## src/core/tos_pkg.sv

```systemverilog
// Purpose: Shared constants and types for the timing output selector
// Assumes: Register indices are word indices; byte address is index times four
// Notes:   Codes 10 to 13 carry the user-programmed timing signals
package tos_pkg;

   ////////////////////////////////////////////////////////////////////////////
   // Sizes
   localparam int          TOS_OUT_COUNT  = 3;
   localparam int          TOS_SRC_COUNT  = 14;
   localparam int          TOS_ADDR_W     = 12;
   localparam int          TOS_DATA_W     = 32;
   localparam int          TOS_REG_W      = 16;
   localparam int          TOS_CODE_W     = 4;

   ////////////////////////////////////////////////////////////////////////////
   // Register indices as printed, and their byte addresses
   localparam logic [7:0]  TOS_IDX_OUT6   = 8'h48;
   localparam logic [7:0]  TOS_IDX_OUT7   = 8'h49;
   localparam logic [7:0]  TOS_IDX_OUT8   = 8'h4A;
   localparam logic [TOS_ADDR_W-1:0] TOS_ADDR_OUT6 = {2'h0, TOS_IDX_OUT6, 2'h0};
   localparam logic [TOS_ADDR_W-1:0] TOS_ADDR_OUT7 = {2'h0, TOS_IDX_OUT7, 2'h0};
   localparam logic [TOS_ADDR_W-1:0] TOS_ADDR_OUT8 = {2'h0, TOS_IDX_OUT8, 2'h0};

   ////////////////////////////////////////////////////////////////////////////
   // Field layout
   localparam int          TOS_CODE_LSB   = 0;
   localparam int          TOS_DRIVE_BIT  = 4;
   localparam int          TOS_RSVD_LSB   = 5;

   ////////////////////////////////////////////////////////////////////////////
   // Selection codes
   localparam logic [3:0]  TOS_CODE_VSYNC      = 4'h3;
   localparam logic [3:0]  TOS_CODE_VBLANK     = 4'h4;
   localparam logic [3:0]  TOS_CODE_FSYNC      = 4'h5;
   localparam logic [3:0]  TOS_CODE_FDIGITAL   = 4'h6;
   localparam logic [3:0]  TOS_CODE_TEN_FIELD  = 4'h7;
   localparam logic [3:0]  TOS_CODE_DISP_EN    = 4'h8;

   ////////////////////////////////////////////////////////////////////////////
   // Values after reset
   localparam logic [3:0]  TOS_RST_CODE6  = TOS_CODE_FDIGITAL;
   localparam logic [3:0]  TOS_RST_CODE7  = TOS_CODE_TEN_FIELD;
   localparam logic [3:0]  TOS_RST_CODE8  = TOS_CODE_DISP_EN;
   localparam logic        TOS_RST_DRIVE  = 1'b0;

   ////////////////////////////////////////////////////////////////////////////
   // Bus responses
   localparam logic [1:0]  TOS_RESP_OKAY  = 2'h0;
   localparam logic [1:0]  TOS_RESP_SLVERR = 2'h2;

   ////////////////////////////////////////////////////////////////////////////
   // One selector register
   typedef struct packed
   {
      logic             drive_high;
      logic [3:0]       code;
   } tos_sel_type;

endpackage : tos_pkg

```

## src/core/tos_out_slice.sv

```systemverilog
// Purpose: One timing output: source multiplexer and drive strength flop
// Assumes: Timing sources are synchronous to aclk
// Notes:   Output lags the source by one clock
`timescale 1ns/1ps
module tos_out_slice
#(
   parameter int SRC_COUNT = tos_pkg::TOS_SRC_COUNT
)
(
   input  wire logic                  aclk,
   input  wire logic                  aresetn,
   input  wire tos_pkg::tos_sel_type  sel,
   input  wire logic [SRC_COUNT-1:0]  timing_src,
   output      logic                  timing_out,
   output      logic                  drive_high
);
   import tos_pkg::*;

   logic next_out;

   ////////////////////////////////////////////////////////////////////////////
   // Unused codes give a quiet low pin rather than an unknown level
   always_comb
   begin
      next_out = 1'b0;
      if (int'(sel.code) < SRC_COUNT)
         next_out = timing_src[sel.code];                   // [RULE1] [RULE5]
   end

   // Registered pin, so the pad never sees mux glitches
   always_ff @(posedge aclk)
   begin
      if (!aresetn)
         timing_out <= 1'b0;
      else
         timing_out <= next_out;
   end

   // Drive strength follows its register bit
   always_ff @(posedge aclk)
   begin
      if (!aresetn)
         drive_high <= TOS_RST_DRIVE;                       // [RULE7]
      else
         drive_high <= sel.drive_high;                      // [RULE7]
   end

   ////////////////////////////////////////////////////////////////////////////
   // Checks
   property p_route;
      @(posedge aclk) disable iff (!aresetn)
      (int'(sel.code) < SRC_COUNT) |=> (timing_out == $past(timing_src[sel.code]));
   endproperty
   a_route: assert property (p_route)                       // [RULE1]
      else $error("timing output does not follow selected source");

   property p_vblank;
      @(posedge aclk) disable iff (!aresetn)
      (sel.code == TOS_CODE_VBLANK) |=> (timing_out == $past(timing_src[4]));
   endproperty
   a_vblank: assert property (p_vblank)                     // [RULE5]
      else $error("code four does not route vertical blanking");

   property p_drive;
      @(posedge aclk) disable iff (!aresetn)
      $changed(sel.drive_high) |=> (drive_high == $past(sel.drive_high));
   endproperty
   a_drive: assert property (p_drive)                       // [RULE7]
      else $error("drive strength does not follow register bit");

endmodule : tos_out_slice

```

## src/core/tos_selector.sv

```systemverilog
// Contract
// RULE1: Low four bits pick one of fourteen sources
// RULE2: Sixth output resets to field digital code
// RULE3: Seventh output resets to ten-field code
// RULE4: Eighth output resets to display enable code
// RULE5: Code four routes vertical blanking
// RULE6: Software writes zeros to reserved bits
// RULE7: Bit four picks drive strength, resets low
// RULE8: Code and drive bit read and write
// RULE9: Reserved bits always read as zero
//
// Purpose: AXI4-Lite register bank steering three timing output pins
// Assumes: Single clock, synchronous active-low reset
// Notes:   Write and read each take one transaction at a time
//
// Implementation choice: the AXI4-Lite register port.
`timescale 1ns/1ps
module tos_selector
#(
   parameter int SRC_COUNT = tos_pkg::TOS_SRC_COUNT
)
(
   input  wire logic                              aclk,
   input  wire logic                              aresetn,
   input  wire logic [tos_pkg::TOS_ADDR_W-1:0]    s_axi_awaddr,
   input  wire logic [2:0]                        s_axi_awprot,
   input  wire logic                              s_axi_awvalid,
   output      logic                              s_axi_awready,
   input  wire logic [tos_pkg::TOS_DATA_W-1:0]    s_axi_wdata,
   input  wire logic [3:0]                        s_axi_wstrb,
   input  wire logic                              s_axi_wvalid,
   output      logic                              s_axi_wready,
   output      logic [1:0]                        s_axi_bresp,
   output      logic                              s_axi_bvalid,
   input  wire logic                              s_axi_bready,
   input  wire logic [tos_pkg::TOS_ADDR_W-1:0]    s_axi_araddr,
   input  wire logic [2:0]                        s_axi_arprot,
   input  wire logic                              s_axi_arvalid,
   output      logic                              s_axi_arready,
   output      logic [tos_pkg::TOS_DATA_W-1:0]    s_axi_rdata,
   output      logic [1:0]                        s_axi_rresp,
   output      logic                              s_axi_rvalid,
   input  wire logic                              s_axi_rready,
   input  wire logic [SRC_COUNT-1:0]              timing_src,
   output      logic [tos_pkg::TOS_OUT_COUNT-1:0] timing_out,
   output      logic [tos_pkg::TOS_OUT_COUNT-1:0] drive_high
);
   import tos_pkg::*;

   ////////////////////////////////////////////////////////////////////////////
   // Declarations
   localparam logic [TOS_ADDR_W-1:0] ADDR_TABLE [TOS_OUT_COUNT] =
      '{TOS_ADDR_OUT6, TOS_ADDR_OUT7, TOS_ADDR_OUT8};
   localparam logic [3:0] RST_TABLE [TOS_OUT_COUNT] =
      '{TOS_RST_CODE6, TOS_RST_CODE7, TOS_RST_CODE8};

   tos_sel_type                sel_reg [TOS_OUT_COUNT];
   logic [TOS_ADDR_W-1:0]      aw_addr;
   logic [TOS_DATA_W-1:0]      w_data;
   logic [3:0]                 w_strb;
   logic                       aw_held;
   logic                       w_held;
   logic                       do_write;
   logic [TOS_OUT_COUNT-1:0]   wr_hit;
   logic [TOS_OUT_COUNT-1:0]   rd_hit;
   logic [TOS_DATA_W-1:0]      next_rdata;
   logic                       aw_take;
   logic                       w_take;
   logic                       ar_take;

   ////////////////////////////////////////////////////////////////////////////
   // Handshake terms; prot carries no meaning for this bank
   assign aw_take  = s_axi_awvalid && s_axi_awready;
   assign w_take   = s_axi_wvalid && s_axi_wready;
   assign ar_take  = s_axi_arvalid && s_axi_arready;
   assign do_write = aw_held && w_held && !s_axi_bvalid;

   // Address decode against the byte addresses of the bank
   always_comb
   begin
      for (int i = 0; i < TOS_OUT_COUNT; i++)
      begin
         wr_hit[i] = (aw_addr == ADDR_TABLE[i]);
         rd_hit[i] = (s_axi_araddr == ADDR_TABLE[i]);
      end
   end

   ////////////////////////////////////////////////////////////////////////////
   // Write address channel: held until the write completes
   always_ff @(posedge aclk)
   begin
      if (!aresetn)
      begin
         aw_held       <= 1'b0;
         aw_addr       <= '0;
         s_axi_awready <= 1'b1;
      end
      else if (aw_take)
      begin
         aw_held       <= 1'b1;
         aw_addr       <= s_axi_awaddr;
         s_axi_awready <= 1'b0;
      end
      else if (do_write)
         aw_held       <= 1'b0;
      else if (s_axi_bvalid && s_axi_bready)
         s_axi_awready <= 1'b1;
   end

   // Write data channel, taken in either order against the address
   always_ff @(posedge aclk)
   begin
      if (!aresetn)
      begin
         w_held       <= 1'b0;
         w_data       <= '0;
         w_strb       <= '0;
         s_axi_wready <= 1'b1;
      end
      else if (w_take)
      begin
         w_held       <= 1'b1;
         w_data       <= s_axi_wdata;
         w_strb       <= s_axi_wstrb;
         s_axi_wready <= 1'b0;
      end
      else if (do_write)
         w_held       <= 1'b0;
      else if (s_axi_bvalid && s_axi_bready)
         s_axi_wready <= 1'b1;
   end

   // Response one cycle after both halves are held
   always_ff @(posedge aclk)
   begin
      if (!aresetn)
      begin
         s_axi_bvalid <= 1'b0;
         s_axi_bresp  <= TOS_RESP_OKAY;
      end
      else if (do_write)
      begin
         s_axi_bvalid <= 1'b1;
         s_axi_bresp  <= (|wr_hit) ? TOS_RESP_OKAY : TOS_RESP_SLVERR;
      end
      else if (s_axi_bvalid && s_axi_bready)
         s_axi_bvalid <= 1'b0;
   end

   ////////////////////////////////////////////////////////////////////////////
   // Selector registers; only byte lane 0 holds live bits, so a write
   // without strobe 0 leaves the register as it was. Reserved bits
   // are dropped on the way in, which keeps them zero whatever
   // software sends.
   for (genvar g = 0; g < TOS_OUT_COUNT; g++)
   begin : g_reg
      always_ff @(posedge aclk)
      begin
         if (!aresetn)
         begin
            sel_reg[g].drive_high <= TOS_RST_DRIVE;               // [RULE7]
            sel_reg[g].code       <= RST_TABLE[g];                // [RULE2] [RULE3] [RULE4]
         end
         else if (do_write && wr_hit[g] && w_strb[0])
         begin
            sel_reg[g].drive_high <= w_data[TOS_DRIVE_BIT];       // [RULE8]
            sel_reg[g].code       <= w_data[TOS_CODE_LSB +: TOS_CODE_W]; // [RULE8]
         end
      end

      tos_out_slice
      #(
         .SRC_COUNT (SRC_COUNT)
      )
      u_slice
      (
         .aclk       (aclk),
         .aresetn    (aresetn),
         .sel        (sel_reg[g]),
         .timing_src (timing_src),
         .timing_out (timing_out[g]),
         .drive_high (drive_high[g])
      );
   end

   ////////////////////////////////////////////////////////////////////////////
   // Read data: live fields in the low bits, everything else zero
   always_comb
   begin
      next_rdata = '0;
      for (int i = 0; i < TOS_OUT_COUNT; i++)
      begin
         if (rd_hit[i])
         begin
            next_rdata[TOS_DRIVE_BIT]                = sel_reg[i].drive_high; // [RULE8]
            next_rdata[TOS_CODE_LSB +: TOS_CODE_W]   = sel_reg[i].code;       // [RULE8]
         end
      end
   end

   // Read channel answers one cycle after the address is taken
   always_ff @(posedge aclk)
   begin
      if (!aresetn)
      begin
         s_axi_arready <= 1'b1;
         s_axi_rvalid  <= 1'b0;
         s_axi_rdata   <= '0;
         s_axi_rresp   <= TOS_RESP_OKAY;
      end
      else if (ar_take)
      begin
         s_axi_arready <= 1'b0;
         s_axi_rvalid  <= 1'b1;
         s_axi_rdata   <= next_rdata;                            // [RULE9]
         s_axi_rresp   <= (|rd_hit) ? TOS_RESP_OKAY : TOS_RESP_SLVERR;
      end
      else if (s_axi_rvalid && s_axi_rready)
      begin
         s_axi_arready <= 1'b1;
         s_axi_rvalid  <= 1'b0;
      end
   end

   ////////////////////////////////////////////////////////////////////////////
   // Checks
   property p_reset6;
      @(posedge aclk)
      !aresetn |=> (sel_reg[0].code == TOS_CODE_FDIGITAL);
   endproperty
   a_reset6: assert property (p_reset6)                      // [RULE2]
      else $error("sixth selector reset code wrong");

   property p_reset7;
      @(posedge aclk)
      !aresetn |=> (sel_reg[1].code == TOS_CODE_TEN_FIELD);
   endproperty
   a_reset7: assert property (p_reset7)                      // [RULE3]
      else $error("seventh selector reset code wrong");

   property p_reset8;
      @(posedge aclk)
      !aresetn |=> (sel_reg[2].code == TOS_CODE_DISP_EN);
   endproperty
   a_reset8: assert property (p_reset8)                      // [RULE4]
      else $error("eighth selector reset code wrong");

   property p_drive_reset;
      @(posedge aclk)
      !aresetn |=> ##1 (drive_high == '0);
   endproperty
   a_drive_reset: assert property (p_drive_reset)            // [RULE7]
      else $error("drive strength not low after reset");

   property p_reserved_zero;
      @(posedge aclk) disable iff (!aresetn)
      s_axi_rvalid |-> (s_axi_rdata[TOS_DATA_W-1:TOS_RSVD_LSB] == '0);
   endproperty
   a_reserved_zero: assert property (p_reserved_zero)        // [RULE9]
      else $error("reserved read bits not zero");

   property p_write_lands;
      @(posedge aclk) disable iff (!aresetn)
      (do_write && wr_hit[0] && w_strb[0]) |=>
         (sel_reg[0].code == $past(w_data[3:0]))
         && (sel_reg[0].drive_high == $past(w_data[4]));
   endproperty
   a_write_lands: assert property (p_write_lands)            // [RULE8]
      else $error("write to sixth selector not stored");

   property p_read_back;
      @(posedge aclk) disable iff (!aresetn)
      (ar_take && rd_hit[1]) |=>
         s_axi_rvalid && (s_axi_rdata[4:0] == $past({sel_reg[1].drive_high,
                                                     sel_reg[1].code}));
   endproperty
   a_read_back: assert property (p_read_back)                // [RULE8]
      else $error("read of seventh selector wrong");

   property p_pin_follows;
      @(posedge aclk) disable iff (!aresetn)
      (sel_reg[2].code == TOS_CODE_DISP_EN) ##1
      (sel_reg[2].code == TOS_CODE_DISP_EN) |->
         (timing_out[2] == $past(timing_src[TOS_CODE_DISP_EN]));
   endproperty
   a_pin_follows: assert property (p_pin_follows)            // [RULE1]
      else $error("eighth pin does not follow display enable");

   property p_bresp_timing;
      @(posedge aclk) disable iff (!aresetn)
      do_write |=> s_axi_bvalid;
   endproperty
   a_bresp_timing: assert property (p_bresp_timing)          // [RULE8]
      else $error("write response not raised after write");

endmodule : tos_selector

```

## config.mk

```make
export PLATFORM = sky130hd
export DESIGN_NAME = tos_selector
export DESIGN_NICKNAME = d
export VERILOG_FILES = /design/src/core/tos_pkg.sv /design/src/core/tos_out_slice.sv /design/src/core/tos_selector.sv
export SDC_FILE = /design/constraint.sdc
export NUM_CORES = 1
export LEC_CHECK = 0
export ABC_AREA = 1
export BUFFER_PORTS_ARGS = -buffer_cell sky130_fd_sc_hd__buf_2
export CORE_ASPECT_RATIO = 2
export CORE_MARGIN = 4
export CORE_UTILIZATION = 47
export DETAILED_ROUTE_END_ITERATION = 8
export MAX_ROUTING_LAYER = met4
export PLACE_DENSITY_LB_ADDON = 0.25
export RECOVER_POWER = 100
export SLEW_MARGIN = 10
export SYNTH_ARGS = -nofsm -noshare
export SYNTH_HDL_FRONTEND = slang
export SYNTH_SLANG_ARGS = --single-unit
```

## constraint.sdc

```tcl
create_clock -name aclk -period 1.78 [get_ports aclk]
set_input_delay 0.356 -clock aclk [delete_from_list [all_inputs] [get_ports aclk]]
set_output_delay 0.356 -clock aclk [all_outputs]
set_load 0.02 [all_outputs]
```

## Yosys cells after proc, flatten, opt, wreduce, memory -nomap -nowiden

Memory sizes are Yosys's and may differ from the RTL's.
Index checks and enable logic that the tools add are counted.
W data, S select, Z words.

- Flip-flop bits (word level): 40
- RAM bits: 15
- Bits of input ports: 87
- Logic and storage cells: 107
- Memories kept: 1

Memory list:

| name | words | width | read ports | clocked after memory_dff | write ports | line | RTL |
|---|---|---|---|---|---|---|---|
| sel_reg | 3 | 5 | 3 | 0 | 3 | tos_selector.sv:57 | `tos_sel_type sel_reg [TOS_OUT_COUNT];` |

- Magnitude comparators: 6
- Equality and inequality tests: 8
- Mux-type cells: 40
- Bitwise operators: 6
- Reduce and logical (&&, ||, !) cells: 27

Operators by type and width:

| cell | number |
|---|---|
| $eq A12 B9 Y1 const B | 6 |
| $mux W1 | 29 |
| $lt A4 B5 Y1 const B | 3 |
| $mux W5 | 3 |
| $logic_and A1 B1 Y1 | 13 |
| $bmux W1 S4 | 3 |
| $lt A4 B4 Y1 const B | 3 |
| $mux W4 | 3 |
| $reduce_bool A2 Y1 | 6 |
| $reduce_and A2 Y1 | 5 |
| $or A1 B1 Y1 | 6 |
| $reduce_or A3 Y1 | 2 |
| $mux W2 | 2 |
| $ne A2 B1 Y1 const B | 2 |
| $logic_not A1 Y1 | 1 |

## Depth between registers and ports, before layout

- Word-level depth: 8
- Depth in mapped cells: 9
- Mapped depth without buffers: 9

## By module

A second synthesis with hierarchy kept.

- Cell total of the unflattened synthesis: 429
- Area, all modules: 2,990.4 um^2

By module, submodules not included:

| module | times used | cells an instance | area each (um^2) |
|---|---|---|---|
| tos_selector | 1 | 282 | 2,228.4 |
| tos_out_slice | 3 | 49 | 254.0 |

## Worst setup path after synthesis

Ideal clock, no wire load.

- Path kind: register to register
- Start point: register s_axi_bvalid
- End point: memory sel_reg[1][0] (netlist name), enable pin
- Setup time: 313 ps
- Arrival: 1,085 ps
- Required time: 1,467 ps
- Slack: 382 ps
- Cell stages (with the launch flop): 8
- Path buffers: 0
- Clock period less this slack: 1,398 ps
- Cells stage by stage: dfxtp_1 inv_1 nand3_2 nor2_4 inv_2 nor2_2 nand2_1 nand2_1

RTL lines:

| element | line | RTL |
|---|---|---|
| start: declaration | tos_selector.sv:34 | `output logic s_axi_bvalid,` |
| start signal: assignment | tos_selector.sv:138 | `s_axi_bvalid <= 1'b0;` |
| start signal: assignment | tos_selector.sv:143 | `s_axi_bvalid <= 1'b1;` |
| start signal: assignment | tos_selector.sv:147 | `s_axi_bvalid <= 1'b0;` |
| end: declaration | tos_selector.sv:57 |  |

==> impl_metrics.ini <==
[outcome]
outcome = complete, no violations

[sta]
fin_ws_ns = 0.2188
rsz0062_at_grt = no
setup_tns_ns = 0
finalClockSkew_ns = 0.007646
slew_headroom_pct = 63.86
slew_violations = 0
max_freq_mhz = 640.6
hold_viol_final = 0
tightest_slew_ns = 0.5421
fin_hold_ws_ns = 0.3049
fin_crit_ns = 1.561
period_share_pct = 87.71
setup_viol = 0

[grt]
grtUsageTotal_pct = 17.95
overflow = 0
antenna_found_initial = 0
grt_pass1_wl_mm = 10.48
grt_max_degree = 19
grt_pass1_vias = 2421

[power]
powerDensity_mw_per_mm2 = 877.0
p_leak_nw = 1.468
ir_drop_mv = 0.7441
finalPower_mw = 2.818

[floorplan]
core_region_area_mm2 = 0.005956
die_area_mm2 = 0.007473
initial_core_util_pct = 48.03
die_w_um = 63.16
dieHeight_um = 118.3
io_pins = 134
row_count = 40

[cts]
tritoncts = done
clk_pin_slew_ns = 0.06
htree_levels = 2
cts-root-buf = clkbuf_16
cts_num_sinks = 53
cts_buffer_depth = 2
cts-resized-gates = 0
numCtsBuffers = 5
clkLatencyLatePin_ns = 0.29
cts_hold_buf = 0
postCtsSetupBuffers = 0

[min_path]
worst_hold_startpoint = s_axi_awaddr[4]
hold_depth = 3
hold_path_class = in2reg

[worst_setup_path]
crit_path_end_kind = register
cp.depth = 7
cp_data_arrival_time_ns = 1.54
cp.required_ns = 1.76
cp_max_fo = 5
cpPeakStageDelay_ns = 0.31
critical_path.top_delay_family = simple AND/OR/NAND/NOR gates
startpoint_type = register
cpMaxStageDelayCell = dfxtp_1
ff2ff_path_depth = 7
criticalPathCategory = reg2reg
cp-startpoint = aw_addr[9]$_SDFFE_PN0P_
crit_buf_inv = 1
crit_chain = nor2_1, nand3_1, nor2_1, inv_2, nor3_4, nand2_1, nand2_1
worstReg2RegStart = aw_addr[9]$_SDFFE_PN0P_

[logic_synthesis]
netlist_instances = 383
synthesis.area_mm2 = 0.002860
synthFlopType = dfxtp_1
synth_cell_types = 28
synth_warnings = 0
ys_async_sr_fraction_pct = 0
ys_ff_latch = 53
synth-edff-count = 14
syn_area_per_cell_um2 = 7.468
yosysSeqAreaShare_pct = 41.99

[routing]
firstDrtPassIters = 4
dr_total_vias = 2508
wl_mm = 6.361
drt-initial-drc-count = 122
ant_nets = 0
routed_via_density = 4.927
drc = 0
routedWlPerCell_um = 12.50

[placed_design]
place_area_mm2 = 0.003098
place_ws_ns = 0.2573
io_buffers = 68
dp_hpwl_mm = 5.067
place.gp.congestion = 0.8930

[finish]
finalInstanceArea_mm2 = 0.003213
nNetsFinal = 532
largest_register_ff_count = 15
fill_cells = 628
syn2layout_area_growth_pct = 12.34
n_antenna_cell = 0
drive_above_1_share_pct = 17.71

[run]
cap_violations = 0
-- final timing paths --
path                                                          endpoint  slack [ns]
worst max-delay path                           sel_reg[1][4]$_DFFE_PP_        0.22
worst min-delay path                           aw_addr[4]$_SDFFE_PN0P_        0.30
worst max register to register                 sel_reg[1][4]$_DFFE_PP_        0.22
worst min register to register  g_reg[2].u_slice.drive_high$_SDFF_PN0_        0.45
-- placed cells by master, fill, tap and decap left out, types with 2 or more instances in the layout --
cell,n
inv_1,35
o21ai_0,24
o21ai_1,13
nor2_2,4
nand2_1,69
buf_4,2
o21a_1,2
conb_1,29
o211ai_1,4
o22ai_1,4
inv_2,9
clkbuf_16,5
nor2_4,2
dfxtp_1,39
nor2_1,48
nand4_1,5
o2111ai_1,3
clkbuf_1,21
edfxtp_1,14
nand3_1,36
buf_2,49
a21oi_1,20
-- metal layers --
metal,wire (µm),vias to the layer above,global-route usage (%)
met5,0,-,-
met1,2170,1119,16.55
met4,172,0,9.129
met2,3721,68,34.28
li1,-,1309,-
met3,296,12,2.757
-- metrics by stage --
step,cells,utilization [%]
after floorplan,411,-
after global placement,501,52.02
after detailed placement,501,52.02
after CTS,509,54.81
after global routing,509,53.95
final,509,53.95
-- worst register-to-register path, cell delays in order, from the launching register on --
cell     delay [ns]
dfxtp_1        0.31
nor2_1         0.11
nand3_1        0.09
nor2_1         0.20
inv_2          0.09
nor3_4         0.18
nand2_1        0.08
nand2_1        0.20
-- where the power goes --
part | total [mW] | switching (mW) | internal, mW
registers | 1.35 | 0.0437 | 1.31
logic | 0.397 | 0.273 | 0.125
clock network | 1.07 | 0.413 | 0.658
total | 2.82 | 0.730 | 2.09
-- final cells by class --
cell class                      instances  area, µm²  area share, %
Sequential cell                        53       1201          37.38
Tap cell                               63      78.83          2.453
Clock inverter                          3      41.29          1.285
Inverter                               44      165.2          5.140
Timing Repair Buffer                   72      339.1          10.55
Clock buffer                            5      125.1          3.894
Multi-Input combinational cell        269       1262          39.29
-- cell usage after synthesis (all sizes together), types with 4 or more instances --
library cell,n,area (µm²)
nand3,37,190.2
inv,44,165.2
nand2,69,259.0
edfxtp,14,420.4
o211ai,4,30.03
nand4,5,31.28
dfxtp,39,780.8
o22ai,4,25.02
o21ai,37,185.2
clkbuf,5,18.77
a21oi,21,123.9
buf,40,297.8
nor2,55,252.8
-- kinds of logic after synthesis --
family | count (synthesis) | share of synthesized area, %
AOI/OAI and AO/OA | 71 | 14.17
buffers and inverters | 89 | 16.84
DFF | 53 | 41.99
other | 1 | 0.1311
and+or+nand+nor | 169 | 26.86
No activity file was read; power rests on OpenSTA's default activity.
